File: src/shared/pcam_params.svh
// Purpose: Offsets, field positions, reset values and counts for the counter array
// Assumes: 8-bit register port, byte offsets as printed
// Notes: Definitions only
`ifndef PCAM_PARAMS_SVH
`define PCAM_PARAMS_SVH
// Register offsets
`define PCAM_CTRL_ADDR 8'hD8
`define PCAM_MD_ADDR 8'hD9
`define PCAM_CPM0_ADDR 8'hDA
`define PCAM_CPM1_ADDR 8'hDB
`define PCAM_CPM2_ADDR 8'hDC
`define PCAM_CNTL_ADDR 8'hF9
`define PCAM_CNTH_ADDR 8'hFA
`define PCAM_CPL0_ADDR 8'hFB
`define PCAM_CPL1_ADDR 8'hE9
`define PCAM_CPL2_ADDR 8'hEB
`define PCAM_CPH0_ADDR 8'hFC
`define PCAM_CPH1_ADDR 8'hEA
`define PCAM_CPH2_ADDR 8'hEC
// Field positions
`define PCAM_MD_WDOG_EN 6
`define PCAM_MD_LOCK 5
`define PCAM_CTRL_OVF 7
`define PCAM_CTRL_RUN 6
// Reset values
`define PCAM_MD_RESET 8'h40
`define PCAM_CPM_RESET 8'h00
`define PCAM_READ_NONE 8'h00
// Timebase counts
`define PCAM_PRE_LAST 4'hB
`define PCAM_DIV4_LAST 2'h3
`define PCAM_EXT_LAST 3'h7
`define PCAM_CNT_MAX 16'hFFFF
`endif

File: src/shared/pcam_pkg.sv
// Purpose: Types shared by the counter array files
// Assumes: Field order matches the register bit order, msb first
// Notes: Constants live in pcam_params.svh
package pcam_pkg;
  // Counter increment sources
  typedef enum logic [2:0] {
    PCAM_TB_DIV12 = 3'h0,
    PCAM_TB_DIV4 = 3'h1,
    PCAM_TB_T0OVF = 3'h2,
    PCAM_TB_CNTPIN = 3'h3,
    PCAM_TB_SYSCLK = 3'h4,
    PCAM_TB_EXT8 = 3'h5,
    PCAM_TB_RSVD6 = 3'h6,
    PCAM_TB_RSVD7 = 3'h7
  } pcam_tb_type;

  // Array mode register
  typedef struct packed {
    logic idle_suspend;
    logic watchdog_enable;
    logic watchdog_lock;
    logic unused;
    pcam_tb_type timebase_select;
    logic overflow_irq_enable;
  } pcam_md_type;

  // Per-module mode register
  typedef struct packed {
    logic wide_pwm_select;
    logic comparator_enable;
    logic rising_capture_enable;
    logic falling_capture_enable;
    logic match_enable;
    logic toggle_enable;
    logic pulse_width_enable;
    logic module_flag_irq_enable;
  } pcam_cpm_type;
endpackage : pcam_pkg

File: src/design/pcam_ccm.sv
// Purpose: One capture/compare module of the counter array
// Assumes: count_next is the value the counter takes when tick is high
// Notes: Software writes to the compare bytes win over a capture
`timescale 1ns/1ns
module pcam_ccm
  import pcam_pkg::*;
(
  // Clock and reset
  input logic clk,
  input logic arst_n,
  // Mode and timebase
  input pcam_cpm_type mode,
  input logic active,
  input logic tick,
  input logic [15:0] count,
  input logic [15:0] count_next,
  // Compare byte writes
  input logic wr_low,
  input logic wr_high,
  input logic [7:0] wdata,
  // Pins and results
  input logic cap_pin,
  output logic [15:0] cmp,
  output logic flag_set,
  output logic module_output_pin
);
  logic pin_s1, pin_s2, pin_s3;
  logic capture, match16, match8, ovf8, ovf16, pwm_on, freq_on;

  // Pin synchroniser, third stage only for edge detection
  always_ff @(posedge clk or negedge arst_n) begin
    if (!arst_n) begin
      pin_s1 <= 1'b0;
      pin_s2 <= 1'b0;
      pin_s3 <= 1'b0;
    end else begin
      pin_s1 <= cap_pin;
      pin_s2 <= pin_s1;
      pin_s3 <= pin_s2;
    end
  end

  // Event decode
  assign capture = active && ((mode.rising_capture_enable && pin_s2 && !pin_s3)
    || (mode.falling_capture_enable && !pin_s2 && pin_s3));
  assign match16 = mode.comparator_enable && tick && (count_next == cmp);
  assign match8 = mode.comparator_enable && tick && (count_next[7:0] == cmp[7:0]);
  assign ovf8 = tick && (count_next[7:0] == 8'h00);
  assign ovf16 = tick && (count_next == 16'h0000);
  assign pwm_on = mode.pulse_width_enable && !mode.toggle_enable;
  assign freq_on = mode.pulse_width_enable && mode.toggle_enable;
  assign flag_set = capture || (mode.match_enable && match16);

  // Compare value: software, capture, 8-bit reload and frequency step
  always_ff @(posedge clk or negedge arst_n) begin
    if (!arst_n) begin
      cmp <= 16'h0000;
    end else if (wr_low) begin
      cmp[7:0] <= wdata;
    end else if (wr_high) begin
      cmp[15:8] <= wdata;
    end else if (capture) begin
      cmp <= count;
    end else if (freq_on && match8) begin
      cmp[7:0] <= cmp[7:0] + cmp[15:8];
    end else if (pwm_on && !mode.wide_pwm_select && ovf8) begin
      cmp[7:0] <= cmp[15:8];
    end
  end

  // Output pin waveform
  always_ff @(posedge clk or negedge arst_n) begin
    if (!arst_n) begin
      module_output_pin <= 1'b0;
    end else if (freq_on) begin
      if (match8) module_output_pin <= !module_output_pin;
    end else if (pwm_on && mode.wide_pwm_select) begin
      if (match16) module_output_pin <= 1'b1;
      else if (ovf16) module_output_pin <= 1'b0;
    end else if (pwm_on) begin
      if (match8) module_output_pin <= 1'b1;
      else if (ovf8) module_output_pin <= 1'b0;
    end else if (mode.toggle_enable && match16) begin
      module_output_pin <= !module_output_pin;
    end
  end
endmodule : pcam_ccm

File: src/design/pcam_array.sv
// Purpose: Mode, timebase and per-module control of the counter array
// Assumes: cpu_idle and timer0_overflow come from logic on clk
// Notes: Watchdog timeout arithmetic sits outside; module 2 goes quiet under it
`timescale 1ns/1ns
`include "pcam_params.svh"

// How it works
// Idle-suspend set halts the array while the processor idles.
// Watchdog enable hands module 2 to the watchdog; clearing disables it.
// Once locked, the watchdog cannot be disabled until reset.
// Bit 4 of array mode reads zero; writes ignored.
// Timebase select picks div12, div4, timer 0 overflow or system clock.
// Code 011 counts falling edges of the external count input.
// Code 101 counts the synchronised external clock divided by 8.
// Overflow interrupt enable gates the overflow flag onto the request.
// While watchdog enabled, other array mode bits keep their value.
// Wide select picks 16-bit or 8-bit pulse width modulation.
// Comparator enable turns on counter versus compare matching.
// Rising-capture enable captures on rising pin edges.
// Falling-capture enable captures on falling edges; both give either edge.
// Match enable makes a match set the module flag.
// Toggle enable inverts the output pin on each match.
// Pulse-width enable drives a modulated waveform on the pin.
// Toggle plus pulse-width gives frequency output mode.
// Module flag interrupt enable gates the module flag onto the request.
// Under watchdog, module 2 mode writes are ignored.
// Counter wrap from maximum to zero sets the overflow flag.
// Hardware only sets module flags; software clears them.
// Compare low byte write clears comparator enable.
// Compare high byte write sets comparator enable.
// A qualifying synchronised edge copies the counter into compare.
module pcam_array
  import pcam_pkg::*;
(
  // Clock and reset
  input logic clk,
  input logic arst_n,
  // Register port
  input logic [7:0] reg_addr,
  input logic [7:0] reg_wdata,
  input logic reg_wr,
  input logic reg_rd,
  output logic [7:0] reg_rdata,
  // System inputs on clk
  input logic cpu_idle,
  input logic timer0_overflow,
  // Pins from outside the clock domain
  input logic external_count_input,
  input logic ext_osc_clk,
  input logic [2:0] cap_pin,
  // Outputs
  output logic [2:0] module_output_pin,
  output logic irq,
  output logic watchdog_enable,
  output logic watchdog_lock
);
  pcam_md_type md;
  pcam_cpm_type cpm [3];
  pcam_cpm_type eff_mode [3];
  logic run, ovf_flag, active, tick, md_wr, cnt_wr;
  logic [2:0] cc_flag, flag_set, cpl_hit, cph_hit, cpm_hit;
  logic [15:0] count, count_next;
  logic [15:0] cmp [3];
  logic [7:0] snap, md_bits;
  logic [3:0] pre;
  logic [2:0] ext_div;
  logic cin_s1, cin_s2, cin_s3, ext_s1, ext_s2, ext_s3;

  // One-hot module select from an address and three offsets
  function automatic logic [2:0] f_hit(input logic [7:0] a, input logic [7:0] o0,
                                       input logic [7:0] o1, input logic [7:0] o2);
    f_hit = {a == o2, a == o1, a == o0};
  endfunction : f_hit

  // Address decode shared by writes and reads
  assign cpl_hit = f_hit(reg_addr, `PCAM_CPL0_ADDR, `PCAM_CPL1_ADDR, `PCAM_CPL2_ADDR);
  assign cph_hit = f_hit(reg_addr, `PCAM_CPH0_ADDR, `PCAM_CPH1_ADDR, `PCAM_CPH2_ADDR);
  assign cpm_hit = f_hit(reg_addr, `PCAM_CPM0_ADDR, `PCAM_CPM1_ADDR, `PCAM_CPM2_ADDR);
  assign md_wr = reg_wr && (reg_addr == `PCAM_MD_ADDR);
  // Counter byte writes are ignored while the watchdog owns the array
  assign cnt_wr = reg_wr && !md.watchdog_enable
    && (reg_addr == `PCAM_CNTL_ADDR || reg_addr == `PCAM_CNTH_ADDR);
  assign md_bits = md;

  // Array halts when suspended in idle
  assign active = run && !(md.idle_suspend && cpu_idle);

  // Pin synchronisers; only second and third stages feed logic
  always_ff @(posedge clk or negedge arst_n) begin
    if (!arst_n) begin
      cin_s1 <= 1'b1;
      cin_s2 <= 1'b1;
      cin_s3 <= 1'b1;
      ext_s1 <= 1'b0;
      ext_s2 <= 1'b0;
      ext_s3 <= 1'b0;
    end else begin
      cin_s1 <= external_count_input;
      cin_s2 <= cin_s1;
      cin_s3 <= cin_s2;
      ext_s1 <= ext_osc_clk;
      ext_s2 <= ext_s1;
      ext_s3 <= ext_s2;
    end
  end

  // Prescaler: one counter modulo 12 serves both divide-by-12 and divide-by-4
  always_ff @(posedge clk or negedge arst_n) begin
    if (!arst_n) begin
      pre <= 4'h0;
    end else if (active) begin
      pre <= (pre == `PCAM_PRE_LAST) ? 4'h0 : pre + 4'h1;
    end
  end

  // External clock divider; the clock must stay below half of clk
  always_ff @(posedge clk or negedge arst_n) begin
    if (!arst_n) begin
      ext_div <= 3'h0;
    end else if (ext_s2 && !ext_s3) begin
      ext_div <= ext_div + 3'h1;
    end
  end

  // Timebase select
  always_comb begin
    case (md.timebase_select)
      PCAM_TB_DIV12: tick = pre == `PCAM_PRE_LAST;
      PCAM_TB_DIV4: tick = pre[1:0] == `PCAM_DIV4_LAST;
      PCAM_TB_T0OVF: tick = timer0_overflow;
      PCAM_TB_CNTPIN: tick = !cin_s2 && cin_s3;
      PCAM_TB_SYSCLK: tick = 1'b1;
      PCAM_TB_EXT8: tick = ext_s2 && !ext_s3 && (ext_div == `PCAM_EXT_LAST);
      default: tick = 1'b0;
    endcase
    tick = tick && active;
  end
  assign count_next = count + 16'h0001;

  // Counter with software byte writes taking priority
  always_ff @(posedge clk or negedge arst_n) begin
    if (!arst_n) begin
      count <= 16'h0000;
    end else if (cnt_wr && reg_addr == `PCAM_CNTL_ADDR) begin
      count[7:0] <= reg_wdata;
    end else if (cnt_wr) begin
      count[15:8] <= reg_wdata;
    end else if (tick) begin
      count <= count_next;
    end
  end

  // High byte snapshot taken when the low byte is read
  always_ff @(posedge clk or negedge arst_n) begin
    if (!arst_n) begin
      snap <= 8'h00;
    end else if (reg_rd && reg_addr == `PCAM_CNTL_ADDR) begin
      snap <= count[15:8];
    end
  end

  // Array mode register; the lock can only be set, reset clears it
  always_ff @(posedge clk or negedge arst_n) begin
    if (!arst_n) begin
      md <= `PCAM_MD_RESET;
    end else if (md_wr && md.watchdog_enable) begin
      md.watchdog_enable <= md.watchdog_lock || reg_wdata[`PCAM_MD_WDOG_EN];
    end else if (md_wr) begin
      md <= reg_wdata;
      md.unused <= 1'b0;
      md.watchdog_enable <= reg_wdata[`PCAM_MD_WDOG_EN] || reg_wdata[`PCAM_MD_LOCK];
    end
  end

  // Module mode registers with compare-byte side effects
  always_ff @(posedge clk or negedge arst_n) begin
    if (!arst_n) begin
      for (int i = 0; i < 3; i++) cpm[i] <= `PCAM_CPM_RESET;
    end else if (reg_wr) begin
      for (int i = 0; i < 3; i++) begin
        if (cpm_hit[i] && !(i == 2 && md.watchdog_enable)) begin
          cpm[i] <= reg_wdata;
        end else if (cpl_hit[i]) begin
          cpm[i].comparator_enable <= 1'b0;
        end else if (cph_hit[i]) begin
          cpm[i].comparator_enable <= 1'b1;
        end
      end
    end
  end

  // Module 2 does nothing of its own while it serves as watchdog
  always_comb begin
    eff_mode[0] = cpm[0];
    eff_mode[1] = cpm[1];
    eff_mode[2] = md.watchdog_enable ? pcam_cpm_type'(`PCAM_CPM_RESET) : cpm[2];
  end

  // Control and flags; a hardware set beats a clear in the same cycle
  always_ff @(posedge clk or negedge arst_n) begin
    if (!arst_n) begin
      run <= 1'b0;
      ovf_flag <= 1'b0;
      cc_flag <= 3'h0;
    end else begin
      if (reg_wr && reg_addr == `PCAM_CTRL_ADDR) begin
        run <= reg_wdata[`PCAM_CTRL_RUN];
        ovf_flag <= reg_wdata[`PCAM_CTRL_OVF] || (tick && count == `PCAM_CNT_MAX);
        cc_flag <= reg_wdata[2:0] | flag_set;
      end else begin
        ovf_flag <= ovf_flag || (tick && !cnt_wr && count == `PCAM_CNT_MAX);
        cc_flag <= cc_flag | flag_set;
      end
    end
  end

  // Capture/compare modules
  for (genvar g = 0; g < 3; g++) begin : g_ccm
    pcam_ccm u_ccm (
      .clk(clk),
      .arst_n(arst_n),
      .mode(eff_mode[g]),
      .active(active),
      .tick(tick && !cnt_wr),
      .count(count),
      .count_next(count_next),
      .wr_low(reg_wr && cpl_hit[g]),
      .wr_high(reg_wr && cph_hit[g]),
      .wdata(reg_wdata),
      .cap_pin(cap_pin[g]),
      .cmp(cmp[g]),
      .flag_set(flag_set[g]),
      .module_output_pin(module_output_pin[g])
    );
  end

  // Interrupt request, registered so the output comes from a flip-flop
  always_ff @(posedge clk or negedge arst_n) begin
    if (!arst_n) begin
      irq <= 1'b0;
    end else begin
      irq <= (ovf_flag && md.overflow_irq_enable)
        || (cc_flag[0] && cpm[0].module_flag_irq_enable)
        || (cc_flag[1] && cpm[1].module_flag_irq_enable)
        || (cc_flag[2] && cpm[2].module_flag_irq_enable);
    end
  end

  // Watchdog status for the reset logic outside
  always_ff @(posedge clk or negedge arst_n) begin
    if (!arst_n) begin
      watchdog_enable <= 1'b1;
      watchdog_lock <= 1'b0;
    end else begin
      watchdog_enable <= md.watchdog_enable;
      watchdog_lock <= md.watchdog_lock;
    end
  end

  // Read data, one cycle after the strobe; unmapped reads give zero
  always_ff @(posedge clk or negedge arst_n) begin
    if (!arst_n) begin
      reg_rdata <= `PCAM_READ_NONE;
    end else if (!reg_rd) begin
      reg_rdata <= `PCAM_READ_NONE;
    end else if (reg_addr == `PCAM_CTRL_ADDR) begin
      reg_rdata <= {ovf_flag, run, 3'h0, cc_flag};
    end else if (reg_addr == `PCAM_MD_ADDR) begin
      reg_rdata <= md_bits & 8'hEF;
    end else if (|cpm_hit) begin
      reg_rdata <= cpm_hit[0] ? cpm[0] : (cpm_hit[1] ? cpm[1] : cpm[2]);
    end else if (reg_addr == `PCAM_CNTL_ADDR) begin
      reg_rdata <= count[7:0];
    end else if (reg_addr == `PCAM_CNTH_ADDR) begin
      reg_rdata <= snap;
    end else if (|cpl_hit) begin
      reg_rdata <= cpl_hit[0] ? cmp[0][7:0] : (cpl_hit[1] ? cmp[1][7:0] : cmp[2][7:0]);
    end else if (|cph_hit) begin
      reg_rdata <= cph_hit[0] ? cmp[0][15:8] : (cph_hit[1] ? cmp[1][15:8] : cmp[2][15:8]);
    end else begin
      reg_rdata <= `PCAM_READ_NONE;
    end
  end
endmodule : pcam_array

File: config.mk
export PLATFORM = sky130hd
export DESIGN_NAME = pcam_array
export DESIGN_NICKNAME = d
export VERILOG_FILES = /design/src/shared/pcam_pkg.sv /design/src/design/pcam_ccm.sv /design/src/design/pcam_array.sv
export VERILOG_INCLUDE_DIRS = /design/src /design/src/shared
export SDC_FILE = /design/constraint.sdc
export NUM_CORES = 1
export LEC_CHECK = 0
export BUFFER_PORTS_ARGS = -buffer_cell sky130_fd_sc_hd__buf_2
export CAP_MARGIN = 20
export CORE_MARGIN = 3
export CORE_UTILIZATION = 25
export DETAILED_ROUTE_END_ITERATION = 8
export HOLD_SLACK_MARGIN = 0.12
export MAX_ROUTING_LAYER = met4
export PLACE_DENSITY = 0.42
export SYNTH_ARGS = -nofsm -noshare
export SYNTH_HDL_FRONTEND = slang
export SYNTH_SLANG_ARGS = --single-unit
File: constraint.sdc
create_clock -name clk -period 4.2 [get_ports clk]
set_input_delay 0 -clock clk [delete_from_list [all_inputs] [get_ports clk]]
set_output_delay 0 -clock clk [all_outputs]
set_load 0.01 [all_outputs]
==> flow_summary.yaml <==
synth:
  ys_seq_area_share_pct: 35.34
  syn_nets: 1221
  syn_avg_cell_area_um2: 8.768
  ys_types: 85
  yosys_warnings: 0
  synth_edf_count: 0
  synthArstFlopShare_pct: 100.0
  ys_ff_latch: 144
  yosys_most_used_dff: "dfrtp_1"
  netlist_area_um2: 10210
  synth_cells: 1165
sta:
  tns_ns: 0
  tightest_slew_ns: 0.8202
  hold_viol_final: 0
  fin_crit_ns: 3.575
  maxSlewHeadroom_pct: 44.90
  hold_ws_ns: 0.1829
  period_share_pct: 85.13
  final.setup.worst_slack_ns: 0.6247
  fmax_mhz: 279.7
  setup_viol: 0
  rsz0062_at_grt: "false"
  drv_slew: 0
  clock_skew_ns: 0.01546
route:
  drtPass1Iterations: 5
  viasPerCell: 5.391
  drc_errors: 0
  num_vias: 9435
  drt-total-wl_um: 42160
  wire_per_inst_um: 24.09
  final_antenna_net_count: 0
  first_iter_violations: 891
clocking:
  clkTransAtPathRegs_ns: 0.06
  clock-root-buffer: "clkbuf_16"
  numCtsBuffers: 17
  htree_levels: 4
  hold_buffers: 18
  post_cts_buffers: 0
  clk_latency_ns: 0.46
  cts_num_sinks: 144
  cts_tree: "yes"
  clk_path_buf_depth: 2
  post_cts_resized: 0
finish:
  final_cells: 1750
  diodes: 0
  finalNetCount: 1268
  post-route-util_pct: 29.65
  fillers: 4293
  drive_gt1_share_pct: 14.61
  area_growth_pct: 16.12
  layout_commonest_cell: "dfrtp_1"
  layout_common_cells: "139 x dfrtp_1, 121 x nor2_1, 109 x nand2_1"
  post-route-cell-area_um2: 11860
worst_setup_path:
  critPathSlowestCell: "or4_1"
  path_buf_inv: 1
  r2r_slack_ns: 0.62
  arrival_ns: 3.91
  cp_cell_sequence: "ha_1 -> nand4_1 -> buf_4 -> nor4_2 -> xnor2_1 -> nand3_1 -> or4_1 -> nand2_1 -> o21a_1 -> o221ai_1 -> o2bb2ai_1"
  cp_max_fo: 10
  crit_family: "simple AND/OR/NAND/NOR gates"
  crit_type: "flip-flop to flip-flop"
  required_ns: 4.54
  slowest_delay_ns: 0.71
  worst_setup_path_end_kind: "flip-flop"
  cp-start-kind: "flip-flop"
global_routing:
  grt_pass1_vias: 9151
  grt_use_met2_pct: 30.78
  grt_antenna_before_repair: 0
  grtUsageTotal_pct: 19.98
  grt_pass1_wl_um: 63040
  gr-total-overflow: 0
  globalRouteMet1Util_pct: 26.67
  grt.busiest_layer: "met2"
  grt_util_met3_pct: 3.287
  grt_max_degree: 78
place:
  port_buffers: 40
  place_ws_ns: 0.7055
  place_congestion: 0.9431
  place_hpwl_um: 30520
  place_inst: 1699
  placed_area_um2: 11090
worst_hold_path:
  min_path_type: "input port to asynchronous set/reset pin"
floorplan:
  initial_core_util_pct: 25.53
  core_area_um2: 40010
  die_x_um: 208.1
  die_h_um: 208.1
  io_pins: 41
  die-area_um2: 43320
  rows: 73
pwr:
  p_leak_nw: 5.066
  p_per_area_nw_per_um2: 333.9
  vdd_ir_drop_max_uv: 295.9
  power_mw: 3.961
status:
  status: "completed"
run:
  maxCapViolations: 0
-- where the power goes --
group | switching [mW] | internal, mW
clock network | 0.661 | 0.897
registers | 0.199 | 1.50
logic | 0.395 | 0.312
total | 1.25 | 2.71
-- Yosys cell counts (all sizes together), types with 12 or more instances --
| cell type | instances | share of area [%] |
|---|---|---|
| a31oi | 19 | 1.2 |
| a211oi | 15 | 1.2 |
| o21ai | 64 | 3.1 |
| nand2 | 110 | 4.1 |
| dfrtp | 139 | 34 |
| inv | 27 | 0.99 |
| nor2b | 14 | 0.86 |
| xnor2 | 42 | 3.7 |
| nand2b | 14 | 0.86 |
| nor2 | 121 | 4.4 |
| mux2i | 33 | 3.2 |
| mux2 | 38 | 4.2 |
| a221oi | 13 | 1.1 |
| clkbuf | 53 | 2.0 |
| ha | 26 | 3.2 |
| o22ai | 30 | 1.8 |
| xor2 | 33 | 2.8 |
| buf | 26 | 1.5 |
| nor4 | 20 | 1.7 |
| a21oi | 102 | 5.0 |
| xnor3 | 12 | 2.6 |
| nor3 | 20 | 1.1 |
| nand4 | 17 | 1.1 |
| nand3 | 40 | 2.0 |
-- registers in the layout, summed over array words and instances, names as in the netlist, 3 cells and up --
signal,count
g_ccm.u_ccm.pin_s2,3
g_ccm.u_ccm.pin_s3,3
cc_flag,3
snap,8
reg_rdata,8
g_ccm.u_ccm.pin_s1,3
g_ccm.u_ccm.module_output_pin,3
ext_div,3
pre,4
count,16
g_ccm.u_ccm.cmp,48
cpm,24
md,7
-- worst reg2reg max path: cells and delay by family (launching register included) --
kind                       cells  cell delay, ns
AOI/OAI and AO/OA              3            0.38
xor gates and xnor gates       1            0.27
adders and majority gates      1            0.47
buffers and inverters          1            0.24
DFF                            1            0.55
and+or+nand+nor                5            1.56
-- layout make-up --
class                           instances  area, um2  area share (%)
Clock buffer                           21      450.4           3.797
Clock inverter                         11      130.1           1.097
Inverter                               27      101.3          0.8544
Multi-Input combinational cell        915       6158           51.92
Sequential cell                       144       3610           30.43
Tap cell                              525      656.9           5.538
Timing Repair Buffer                  107      754.5           6.361
-- cell families after synthesis --
group	synth area share, %
AO/OA/AOI/OAI	20.74
buffers and inverters	4.434
adder cells (fa/ha/maj)	3.773
AND/OR/NAND/NOR	19.15
flip-flops	35.34
XOR/XNOR	9.150
multiplexers	7.423
-- metal layers --
layer / part of all wire, % / vias to the layer above
met2: 46 / 312
met5: 0 / -
li1: - / 4369
met3: 5.0 / 67
met4: 3.5 / 0
met1: 46 / 4687
-- final timing paths --
path,start,to,depth (start not counted)
max in group asynchronous,arst_n,g_ccm[0].u_ccm.cmp[9],3
hold reg to reg,ext_s1,ext_s2,0
min in group clk,cap_pin[1],g_ccm[1].u_ccm.pin_s1,2
setup reg to reg,count[1],g_ccm[2].u_ccm.module_output_pin,11
hold / removal,arst_n,ext_s3,2
setup / recovery,count[1],g_ccm[2].u_ccm.module_output_pin,11
No activity file was read; power rests on OpenSTA's default activity.
